===== src/verilog/phy_ports_cfg.svh =====
// Offsets, fields, reset values, codes and timing counts of the physical layer port block
// Operation
// - Insert ackID into every outgoing packet, and CRC into each one not discarded, before the lanes.
// - Device keeps all rx byte qualifiers high except on the final beat.
// - First beat user bit 1 carries the critical flow flag when enabled.
// - Tx packet with user bit 0 on its last beat is discarded.
// - Device flags a bad received packet with user bit 0 on its last beat.
// - Host role output copies the host control bit.
// - Request permit output copies master enable; low means responses only.
// - Long symbol mode flag marks long symbols and six-bit ackIDs.
// - On retransmit request the buffer unit resends from next packet index.
// - Next packet index steps by one per sent packet that is not discarded, backwards only on rewind.
// - Last accepted index is the ackID of the latest acknowledge symbol.
// - Partner free slots come from the latest received status symbol.
// - One K flag per transmit byte, bit i for byte i.
// - One transmit disable bit per lane.
// - Transceiver reset request is honoured by driving the transceiver reset.
// - Device drives bonding enable and judges alignment from lane flags.
// - Settings reset returns all configuration registers to defaults.
`ifndef PHY_PORTS_CFG_SVH
`define PHY_PORTS_CFG_SVH

`define LANES      2
`define OFS_CTRL   8'h00
`define OFS_STAT   8'h04
`define OFS_INDEX  8'h08
`define OFS_FAULT  8'h0c
`define CTRL_RST   32'h0000_0018
`define CTRL_MASK  32'h0000_031f
`define B_HOST     0
`define B_MEN      1
`define B_LONG     2
`define B_CRIT     3
`define B_BOND     4
`define B_DIS      8
`define B_XRST     16
`define K_CTRL     8'h7c
`define K_EOP      8'hfd
`define K_STOMP    8'hfe
`define KC_CTRL    8'hf0
`define KC_EOP     8'h80
`define SYM_ACK    8'h00
`define SYM_NACK   8'h01
`define SYM_STATUS 8'h02
`define KEEP_FULL  8'hff
`define CRC_INIT   16'hffff
`define CRC_POLY   16'h1021
`define CLK_NS     50
`define XRST_NS    500
`define XRST_CYC   ((`XRST_NS + `CLK_NS - 1) / `CLK_NS)

`endif


===== src/verilog/phy_ports_pkg.sv =====
// Types of the physical layer port block
`default_nettype none
package phy_ports_pkg;
  typedef enum logic [1:0] {LNK_RESET, LNK_WAIT_DONE, LNK_ALIGN, LNK_ACTIVE} link_state_t;
endpackage
`default_nettype wire


===== src/verilog/level_sync3.sv =====
// Three-stage level synchroniser with agreement filter
`default_nettype none
module level_sync3 #(
  parameter int W = 1
) (
  input  wire logic         clk,
  input  wire logic         rst_n,
  input  wire logic [W-1:0] d,
  output logic      [W-1:0] q
);
  logic [W-1:0] s1_r, s2_r, s3_r;

  // First stage feeds only the second
  always_ff @(posedge clk or negedge rst_n)
    if (!rst_n)
    begin
      s1_r <= '0;
      s2_r <= '0;
      s3_r <= '0;
      q    <= '0;
    end
    else
    begin
      s1_r <= d;
      s2_r <= s1_r;
      s3_r <= s2_r;
      q    <= (s2_r & s3_r) | (q & (s2_r ^ s3_r));
    end
endmodule // level_sync3
`default_nettype wire


===== src/verilog/crc16_step.sv =====
// CRC-16 update over one 64-bit beat, most significant bit first
`default_nettype none
`include "phy_ports_cfg.svh"
module crc16_step (
  input  wire logic [15:0] crc_in,
  input  wire logic [63:0] data,
  output logic      [15:0] crc_out
);
  logic [15:0] c;
  logic        fb;

  always_comb
  begin
    c  = crc_in;
    fb = 1'b0;
    for (int i = 63; i >= 0; i--)
    begin
      fb = c[15] ^ data[i];
      c  = {c[14:0], 1'b0} ^ (fb ? `CRC_POLY : 16'h0000);
    end
    crc_out = c;
  end
endmodule // crc16_step
`default_nettype wire


===== src/verilog/serial_link_phy_ports.sv =====
// Physical layer port block: register slave, lane bring-up, tx framing, rx deframing
`default_nettype none
`include "phy_ports_cfg.svh"
module serial_link_phy_ports (
  input  wire logic        hclk,
  input  wire logic        hresetn,
  input  wire logic        hsel,
  input  wire logic [31:0] haddr,
  input  wire logic [1:0]  htrans,
  input  wire logic        hwrite,
  input  wire logic [2:0]  hsize,
  input  wire logic [31:0] hwdata,
  input  wire logic        hready,
  output logic             hreadyout,
  output logic      [31:0] hrdata,
  output logic             hresp,
  input  wire logic        settings_port_reset,
  input  wire logic        txin_tvalid,
  output logic             txin_tready,
  input  wire logic [63:0] txin_tdata,
  input  wire logic [7:0]  txin_tkeep,
  input  wire logic        txin_tlast,
  input  wire logic [7:0]  txin_tuser,
  output logic             rxout_tvalid,
  input  wire logic        rxout_tready,
  output logic      [63:0] rxout_tdata,
  output logic      [7:0]  rxout_tkeep,
  output logic             rxout_tlast,
  output logic      [7:0]  rxout_tuser,
  output logic             host_role_flag,
  output logic             request_issue_permit,
  output logic             long_symbol_mode_flag,
  output logic             retransmit_request,
  output logic      [5:0]  next_packet_index,
  output logic      [5:0]  last_accepted_index,
  output logic      [5:0]  partner_free_slots,
  input  wire logic [5:0]  local_free_slots,
  output logic      [63:0] lane_tx_word,
  output logic      [7:0]  lane_tx_kchar_flags,
  output logic      [1:0]  lane_tx_disable,
  input  wire logic [63:0] lane_rx_word,
  input  wire logic [7:0]  lane_rx_kchar_flags,
  input  wire logic [7:0]  lane_rx_disparity_fault,
  input  wire logic [7:0]  lane_rx_decode_fault,
  input  wire logic [1:0]  lane_bond_sequence_seen,
  input  wire logic [1:0]  lane_bonded_flag,
  output logic             bonding_enable_out,
  input  wire logic        transceiver_reset_request,
  output logic             transceiver_reset_out,
  input  wire logic [1:0]  transceiver_reset_complete
);
  phy_ports_pkg::link_state_t st_r;
  logic        a_ph, wr_en_r, wr_ctrl, wr_fault, xrst_cmd, xrst_go, req_prev_r;
  logic [7:0]  addr_r;
  logic [31:0] ctrl_r, hrdata_r;
  logic [6:0]  sync_q;
  logic        req_s, active;
  logic [1:0]  done_s, bond_s, seq_s, fault_r, fault_clr, fault_set;
  logic [3:0]  rst_cnt_r;
  logic [5:0]  ack_mask, next_idx_r, last_acc_r, partner_r;
  logic        tx_fire, tx_first_r, tx_due_r, tx_stomp_r, tx_good_end, retx_r;
  logic [7:0]  tx_keep_r;
  logic [15:0] tx_crc_r, crc_cur, crc_next;
  logic [63:0] tx_beat, idle_word, word_r, buf_r, out_data_r;
  logic [7:0]  kchar_r, rx_f, out_keep_r, out_user_r, push_keep;
  logic        rx_ctrl, rx_eop, rx_data, nack_now, ack_now, stat_now;
  logic        buf_v_r, buf_first_r, rx_first_r, rx_bad_r, out_v_r, out_last_r;
  logic        push_data, push_last, push, out_free, stall, push_bad;

  // Zero wait state slave, always OKAY
  assign hreadyout = 1'b1;
  assign hresp     = 1'b0;
  assign hrdata    = hrdata_r;
  assign a_ph      = hsel && hready && htrans[1];
  assign wr_ctrl   = wr_en_r && (addr_r == `OFS_CTRL);
  assign wr_fault  = wr_en_r && (addr_r == `OFS_FAULT);
  assign xrst_cmd  = wr_ctrl && hwdata[`B_XRST];

  always_ff @(posedge hclk or negedge hresetn)
    if (!hresetn)
    begin
      wr_en_r <= 1'b0;
      addr_r  <= 8'h00;
    end
    else
    begin
      wr_en_r <= a_ph && hwrite;
      if (a_ph)
        addr_r <= haddr[7:0];
    end

  // Read data is latched at the address phase edge
  always_ff @(posedge hclk or negedge hresetn)
    if (!hresetn)
      hrdata_r <= 32'h0000_0000;
    else if (a_ph && !hwrite)
      case (haddr[7:0])
        `OFS_CTRL:  hrdata_r <= ctrl_r;
        `OFS_STAT:  hrdata_r <= {23'h00_0000, req_s, seq_s, bond_s, done_s, st_r};
        `OFS_INDEX: hrdata_r <= {8'h00, 2'h0, partner_r, 2'h0, last_acc_r, 2'h0, next_idx_r};
        `OFS_FAULT: hrdata_r <= {30'h0000_0000, fault_r};
        default:    hrdata_r <= 32'h0000_0000;
      endcase

  always_ff @(posedge hclk or negedge hresetn)
    if (!hresetn)
      ctrl_r <= `CTRL_RST;
    else if (settings_port_reset)
      ctrl_r <= `CTRL_RST;
    else if (wr_ctrl)
      ctrl_r <= hwdata & `CTRL_MASK;

  assign host_role_flag        = ctrl_r[`B_HOST];
  assign request_issue_permit  = ctrl_r[`B_MEN];
  assign long_symbol_mode_flag = ctrl_r[`B_LONG];
  assign bonding_enable_out    = ctrl_r[`B_BOND];
  assign lane_tx_disable       = ctrl_r[`B_DIS +: `LANES];
  assign ack_mask              = ctrl_r[`B_LONG] ? 6'h3f : 6'h1f;

  // Lane status flags come from the transceiver side
  level_sync3 #(.W(7)) u_sync (
    .clk   (hclk),
    .rst_n (hresetn),
    .d     ({transceiver_reset_request, transceiver_reset_complete, lane_bonded_flag, lane_bond_sequence_seen}),
    .q     (sync_q)
  );
  assign req_s  = sync_q[6];
  assign done_s = sync_q[5:4];
  assign bond_s = sync_q[3:2];
  assign seq_s  = sync_q[1:0];

  always_ff @(posedge hclk or negedge hresetn)
    if (!hresetn)
      req_prev_r <= 1'b0;
    else
      req_prev_r <= req_s;

  assign xrst_go = (req_s && !req_prev_r) || xrst_cmd;

  always_ff @(posedge hclk or negedge hresetn)
    if (!hresetn)
      rst_cnt_r <= 4'(`XRST_CYC);
    else if (xrst_go)
      rst_cnt_r <= 4'(`XRST_CYC);
    else if (rst_cnt_r != 4'h0)
      rst_cnt_r <= rst_cnt_r - 4'h1;

  // Bring-up: reset pulse, wait for all lanes, then bonding
  always_ff @(posedge hclk or negedge hresetn)
    if (!hresetn)
      st_r <= phy_ports_pkg::LNK_RESET;
    else if (xrst_go)
      st_r <= phy_ports_pkg::LNK_RESET;
    else
      unique case (st_r)
        phy_ports_pkg::LNK_RESET:
          if (rst_cnt_r == 4'h0)
            st_r <= phy_ports_pkg::LNK_WAIT_DONE;
        phy_ports_pkg::LNK_WAIT_DONE:
          if (&done_s)
            st_r <= phy_ports_pkg::LNK_ALIGN;
        phy_ports_pkg::LNK_ALIGN:
          if (!(&done_s))
            st_r <= phy_ports_pkg::LNK_WAIT_DONE;
          else if (!bonding_enable_out || (&bond_s))
            st_r <= phy_ports_pkg::LNK_ACTIVE;
        phy_ports_pkg::LNK_ACTIVE:
          if (!(&done_s))
            st_r <= phy_ports_pkg::LNK_WAIT_DONE;
          else if (bonding_enable_out && !(&bond_s))
            st_r <= phy_ports_pkg::LNK_ALIGN;
      endcase

  assign active                = (st_r == phy_ports_pkg::LNK_ACTIVE);
  assign transceiver_reset_out = (st_r == phy_ports_pkg::LNK_RESET);

  // Transmit framing; no new beat while the trailer is due
  assign txin_tready = active && !tx_due_r;
  assign tx_fire     = txin_tvalid && txin_tready;
  assign tx_beat     = tx_first_r ? {next_idx_r, ctrl_r[`B_CRIT] & txin_tuser[1], txin_tdata[56:0]}
                                  : txin_tdata;
  assign crc_cur     = tx_first_r ? `CRC_INIT : tx_crc_r;
  assign tx_good_end = active && tx_due_r && !tx_stomp_r;
  // Idle words advertise the local free slot estimate as-is
  assign idle_word   = {`K_CTRL, `SYM_STATUS, 2'h0, next_idx_r, 2'h0, local_free_slots, 32'h0000_0000};

  crc16_step u_crc (
    .crc_in  (crc_cur),
    .data    (tx_beat),
    .crc_out (crc_next)
  );

  always_ff @(posedge hclk or negedge hresetn)
    if (!hresetn)
    begin
      tx_first_r <= 1'b1;
      tx_due_r   <= 1'b0;
      tx_stomp_r <= 1'b0;
      tx_keep_r  <= 8'h00;
      tx_crc_r   <= `CRC_INIT;
    end
    else if (!active)
    begin
      tx_first_r <= 1'b1;
      tx_due_r   <= 1'b0;
    end
    else if (tx_fire)
    begin
      tx_crc_r   <= crc_next;
      tx_first_r <= txin_tlast;
      if (txin_tlast)
      begin
        tx_due_r   <= 1'b1;
        tx_stomp_r <= txin_tuser[0];
        tx_keep_r  <= txin_tkeep;
      end
    end
    else
      tx_due_r <= 1'b0;

  // A discontinued packet ends in a stomp so the far end throws it away
  always_ff @(posedge hclk or negedge hresetn)
    if (!hresetn)
    begin
      word_r  <= 64'h0000_0000_0000_0000;
      kchar_r <= 8'h00;
    end
    else if (active && tx_due_r)
    begin
      kchar_r <= `KC_EOP;
      if (tx_stomp_r)
        word_r <= {`K_STOMP, 56'h0};
      else
        word_r <= {`K_EOP, tx_keep_r, tx_crc_r, 32'h0000_0000};
    end
    else if (tx_fire)
    begin
      word_r  <= tx_beat;
      kchar_r <= 8'h00;
    end
    else
    begin
      word_r  <= idle_word;
      kchar_r <= `KC_CTRL;
    end

  assign lane_tx_word        = word_r;
  assign lane_tx_kchar_flags = kchar_r;

  // Receive symbol decode; rx lanes are phase aligned to hclk, so no crossing
  assign rx_f     = lane_rx_disparity_fault | lane_rx_decode_fault;
  assign rx_ctrl  = active && (lane_rx_kchar_flags == `KC_CTRL) && (lane_rx_word[63:56] == `K_CTRL) && !(|rx_f);
  assign rx_eop   = active && (lane_rx_kchar_flags == `KC_EOP) && (lane_rx_word[63:56] == `K_EOP);
  assign rx_data  = active && (lane_rx_kchar_flags == 8'h00);
  assign nack_now = rx_ctrl && (lane_rx_word[55:48] == `SYM_NACK);
  assign ack_now  = rx_ctrl && (lane_rx_word[55:48] == `SYM_ACK);
  assign stat_now = rx_ctrl && (lane_rx_word[55:48] == `SYM_STATUS);

  always_ff @(posedge hclk or negedge hresetn)
    if (!hresetn)
    begin
      last_acc_r <= 6'h00;
      partner_r  <= 6'h00;
    end
    else
    begin
      if (ack_now)
        last_acc_r <= lane_rx_word[45:40] & ack_mask;
      if (stat_now)
        partner_r <= lane_rx_word[37:32];
    end

  // Rewind resumes after the last accepted packet
  always_ff @(posedge hclk or negedge hresetn)
    if (!hresetn)
    begin
      next_idx_r <= 6'h00;
      retx_r     <= 1'b0;
    end
    else
    begin
      retx_r <= nack_now;
      if (nack_now)
        next_idx_r <= (last_acc_r + 6'h01) & ack_mask;
      else if (tx_good_end)
        next_idx_r <= (next_idx_r + 6'h01) & ack_mask;
    end

  assign next_packet_index   = next_idx_r;
  assign retransmit_request  = retx_r;
  assign last_accepted_index = last_acc_r;
  assign partner_free_slots  = partner_r;

  // One beat is held back so the end symbol can mark the last one
  assign push_data = buf_v_r && rx_data;
  assign push_last = buf_v_r && (rx_eop || !active);
  assign push      = push_data || push_last;
  assign out_free  = !out_v_r || rxout_tready;
  assign stall     = push && !out_free;
  assign push_bad  = rx_bad_r || (|rx_f) || !active;
  assign push_keep = (push_last && active) ? lane_rx_word[55:48] : `KEEP_FULL;

  always_ff @(posedge hclk or negedge hresetn)
    if (!hresetn)
    begin
      buf_r       <= 64'h0000_0000_0000_0000;
      buf_v_r     <= 1'b0;
      buf_first_r <= 1'b0;
      rx_first_r  <= 1'b1;
    end
    else if (rx_data)
    begin
      buf_r       <= lane_rx_word;
      buf_v_r     <= 1'b1;
      buf_first_r <= rx_first_r;
      rx_first_r  <= 1'b0;
    end
    else if (rx_eop || !active)
    begin
      buf_v_r    <= 1'b0;
      rx_first_r <= 1'b1;
    end

  always_ff @(posedge hclk or negedge hresetn)
    if (!hresetn)
      rx_bad_r <= 1'b0;
    else if (push_last)
      rx_bad_r <= 1'b0;
    else if ((rx_data && (|rx_f)) || stall)
      rx_bad_r <= 1'b1;

  // A stalled end symbol drops the held beat and marks the output beat last rather than lose framing
  always_ff @(posedge hclk or negedge hresetn)
    if (!hresetn)
    begin
      out_v_r    <= 1'b0;
      out_data_r <= 64'h0000_0000_0000_0000;
      out_keep_r <= 8'h00;
      out_last_r <= 1'b0;
      out_user_r <= 8'h00;
    end
    else if (push && out_free)
    begin
      out_v_r    <= 1'b1;
      out_data_r <= buf_r;
      out_keep_r <= push_keep;
      out_last_r <= push_last;
      out_user_r <= {6'h00, buf_first_r & ctrl_r[`B_CRIT] & buf_r[57], push_last & push_bad};
    end
    else if (stall && push_last)
    begin
      out_last_r    <= 1'b1;
      out_user_r[0] <= 1'b1;
    end
    else if (rxout_tready)
      out_v_r <= 1'b0;

  assign rxout_tvalid = out_v_r;
  assign rxout_tdata  = out_data_r;
  assign rxout_tkeep  = out_keep_r;
  assign rxout_tlast  = out_last_r;
  assign rxout_tuser  = out_user_r;

  // Sticky faults: set wins over a write-one clear
  assign fault_set = {stall, rx_data && (|rx_f)};
  assign fault_clr = wr_fault ? hwdata[1:0] : 2'h0;

  always_ff @(posedge hclk or negedge hresetn)
    if (!hresetn)
      fault_r <= 2'h0;
    else
      fault_r <= (fault_r & ~fault_clr) | fault_set;
endmodule // serial_link_phy_ports
`default_nettype wire


===== config.mk =====
export PLATFORM = sky130hd
export DESIGN_NAME = serial_link_phy_ports
export DESIGN_NICKNAME = d
export VERILOG_FILES = /design/src/verilog/phy_ports_pkg.sv /design/src/verilog/level_sync3.sv /design/src/verilog/crc16_step.sv /design/src/verilog/serial_link_phy_ports.sv
export VERILOG_INCLUDE_DIRS = /design/src /design/src/verilog
export SDC_FILE = /design/constraint.sdc
export NUM_CORES = 1
export LEC_CHECK = 0
export BUFFER_PORTS_ARGS = -buffer_cell sky130_fd_sc_hd__buf_2
export CORE_AREA = 2 2 186 188
export DETAILED_ROUTE_END_ITERATION = 7
export DIE_AREA = 0 0 188 190
export PLACE_DENSITY_LB_ADDON = 0.3
export SLEW_MARGIN = 20
export SYNTH_ARGS = -nofsm -noshare
export SYNTH_HDL_FRONTEND = slang
export SYNTH_HIERARCHICAL = 1
export SYNTH_SLANG_ARGS = --single-unit

===== constraint.sdc =====
create_clock -name hclk -period 5.3 [get_ports hclk]
set_clock_uncertainty 0.15 [all_clocks]
set_input_delay 0.53 -clock hclk [delete_from_list [all_inputs] [get_ports hclk]]
set_output_delay 0.53 -clock hclk [all_outputs]
set_load 0.02 [all_outputs]

==> results.toml <==
[run_status]
outcome = "finished clean"

[global_route]
grt_pass1_vias = 11000
gr-total-overflow = 0
grt_pass1_wl_mm = 62.3
antenna_found_initial = 8
groute.usage.overall_pct = 22.3
grt_start_max_net_pins = 144

[finish]
final_common_cell = "buf_2"
areaGrowthSynthToFinish_pct = 24.0
fin_util_pct = 56.4
final_nets = 1972
drive_gt1_share_pct = 37.6
mostFrequentLayoutCells = "buf_2 (390), dfrtp_1 (307), nand2_1 (302)"
nFillCells = 2873

[power]
p_sw_share_pct = 32.3
combPwrFrac_pct = 39.5
cellLeakagePower_nw = 10.2
power_frac_seq_pct = 30.7
p_total_mw = 8.95
internal_power_mw = 6.06
power_density_nw_per_um2 = 467
clkPwrFrac_pct = 29.7
p_switching_mw = 2.89
ir_drop_uv = 765

[floorplan]
fp.dieW_um = 188
dieHeight_um = 190
core_area_um2 = 33900
floorplan.initialDensity_pct = 45.5
rows = 68
die_area_um2 = 35700
io_pins = 474

[critical_path]
end_kind = "flip-flop"
cp.required_ns = 5.60
worst_ep_arrival_time_ns = 5.14
worst_setup_path_start_kind = "flip-flop"
worst-setup-path-type = "flip-flop to flip-flop"
cp_max_fo = 25

[clock_tree]
insertion_delay_ns = 0.53
cts_tree = "built"
ctsHoldBuffers = 8
cts_buffers = 37
path_clk_slew_ns = 0.06
postCtsSetupRepairBufs = 0
cts_resized = 0
cts-root-buf = "clkbuf_16"
cts_buffer_depth = 3
h-tree-depth = 2
cts.sinks = 329

[timing]
rsz0062_at_grt = "false"
max_slew.worst_pin.slew_ns = 1.08
fmax_mhz = 207
drv_slew = 0
setup_violations = 0
finalCritPeriodShare_pct = 91.3
hold_viol = 0
period_needed_ns = 4.84
fin_tns_setup_ns = 0
max_slew_margin_pct = 27.9

[synthesis]
syn_avg_cell_area_um2 = 11.8
netlist_top_cells_area = "dfrtp_1 (50%), nand2_1 (7.3%), mux2_2 (7.2%)"
ys_warn_count = 6
ys_ff_latch = 329
syn-cell-area_um2 = 15400
syn_inst = 1311
yosysTopAreaCell = "dfrtp_1"
synthArstFlopShare_pct = 100
ys.flop_type = "dfrtp_1"
synth_cell_type_count = 62
synth_enable_flop_cells = 0
ys_seq_area_share_pct = 53.5
synth_top_area_share_pct = 49.7

[drt]
drtAntennaViolNets = 0
vias_per_cell = 4.98
wl_per_cell_um = 18.3
vias = 10900
first_pass_iters = 5
drt_iter0_drc = 616
route.detailed.drc = 0
routed_wl_mm = 40.2

[placed_design]
place_congestion = 0.860
io_buffer_count = 391
place_hpwl_mm = 29.7

[worst_hold_path]
hold_class = "input pin to flip-flop"

[flow_run]
maxCapViolCount = 0
[metal layers]
layer | share of wire, % | GRT usage (%) | vias up
met2 | 48 | 37.5 | 401
met4 | 2.7 | 6.84 | 6
met1 | 42 | 28.9 | 5373
li1 | - | - | 5060
met3 | 7.2 | 5.15 | 75
met5 | 0.11 | 0 | -
[power groups by stage]
stage / Combinational, mW / Sequential, mW / Clock, mW
floorplan: 2.87 / 2.77 / 0
global placement: 3.52 / 2.79 / 0
detailed placement: 3.53 / 2.79 / 0
CTS: 3.56 / 2.75 / 2.73
global route: 3.79 / 2.77 / 2.83
finish: 3.54 / 2.75 / 2.66
[flip-flops by register name (all words and copies together) (netlist names), 4 cells and up]
| name | count |
|---|---|
| addr_r | 8 |
| buf_r | 64 |
| ctrl_r | 7 |
| hrdata | 20 |
| lane_tx_word | 64 |
| last_accepted_index | 6 |
| next_packet_index | 6 |
| partner_free_slots | 6 |
| rst_cnt_r | 4 |
| rxout_tdata | 64 |
| rxout_tkeep | 8 |
| tx_crc_r | 16 |
| tx_keep_r | 8 |
| u_sync/q | 7 |
| u_sync/s1_r | 7 |
| u_sync/s2_r | 7 |
| u_sync/s3_r | 7 |
[area by class of cell]
type	instances	area [um^2]	area share [%]
diodes	4	10.0	0.0523
clock buffers	56	1100	5.73
clock inverters	11	188	0.980
inverters	21	78.8	0.412
multi-input cells	905	6790	35.5
flip-flops and latches	329	8260	43.1
well taps	455	569	2.97
repair buffers	410	2150	11.3
[synthesized netlist by cell type (3+ instances only)]
cell        n
a22o_1     24
nand3_1    12
xnor3_2     9
or2_2      23
nand2_1   302
mux2_2     99
xnor2_1   108
xor2_1     44
o21ai_0    18
a211o_1     3
a21o_1      9
nor3_1      4
xor3_1      4
and3_1      4
buf_1       9
dfstp_2    22
or3_1       3
nand2b_1    4
nand4_1     3
ha_1        9
buf_2       8
clkbuf_1   30
nor3b_1     3
xnor3_1    27
nor4_2      5
dfrtp_1   307
xnor2_2     7
a21oi_1    14
and2_1     33
a22oi_1    12
nor2_1     38
nor4_1      3
nor2b_1     3
buf_4      30
mux2i_1    21
inv_1      21
mux2_4      6
[worst max-delay path, stage by stage, from the launching register on]
cell and delay [ns]:
dfstp_2 0.81, mux2_2 0.41, xnor2_1 0.41, xnor3_1 0.57, xnor2_1 0.32, xnor3_1 0.31
xnor2_1 0.41, xnor3_2 0.57, xnor3_1 0.44, xnor2_1 0.21, nand2_1 0.07, nand2_1 0.08
[final timing paths]
check / to / cells past startpoint / from / slack [ns]
max: tx_crc_r[14] / 11 / tx_first_r / 0.46
min: buf_r[46] / 3 / lane_rx_word[46] / 0.06
max reg2reg: tx_crc_r[14] / 11 / tx_first_r / 0.46
min reg2reg: u_sync/s2_r[2] / 0 / u_sync/s1_r[2] / 0.20
max in group asynchronous: buf_r[48] / 3 / hresetn / 3.26
min in group asynchronous: hrdata[10] / 2 / hresetn / 0.44
[cells by family (layout without fill, tap and decap cells)]
logic type	after synthesis	in the layout	synth area share, %
and+or+nand+nor	453	453	13.3
DFF	329	329	53.5
xor gates and xnor gates	204	204	16.0
muxes	126	126	9.16
buffers and inverters	99	498	3.25
AOI/OAI and AO/OA	89	89	4.05
adders and majority gates	9	9	0.729
other	2	28	0.0486
[stage by stage]
stage	hold slack (ns)	worst slack (ns)	instance area (um^2)	cells
final	0.0566	0.461	19100	2191
after global routing	0.0562	0.224	19100	2190
after CTS	0.0370	0.445	19100	2187
after detailed placement	0.185	0.497	17800	2112
after global placement	0.183	0.519	17800	2112
after floorplan	0.0844	0.745	15500	1333
Power figures use the tool's default switching activity.
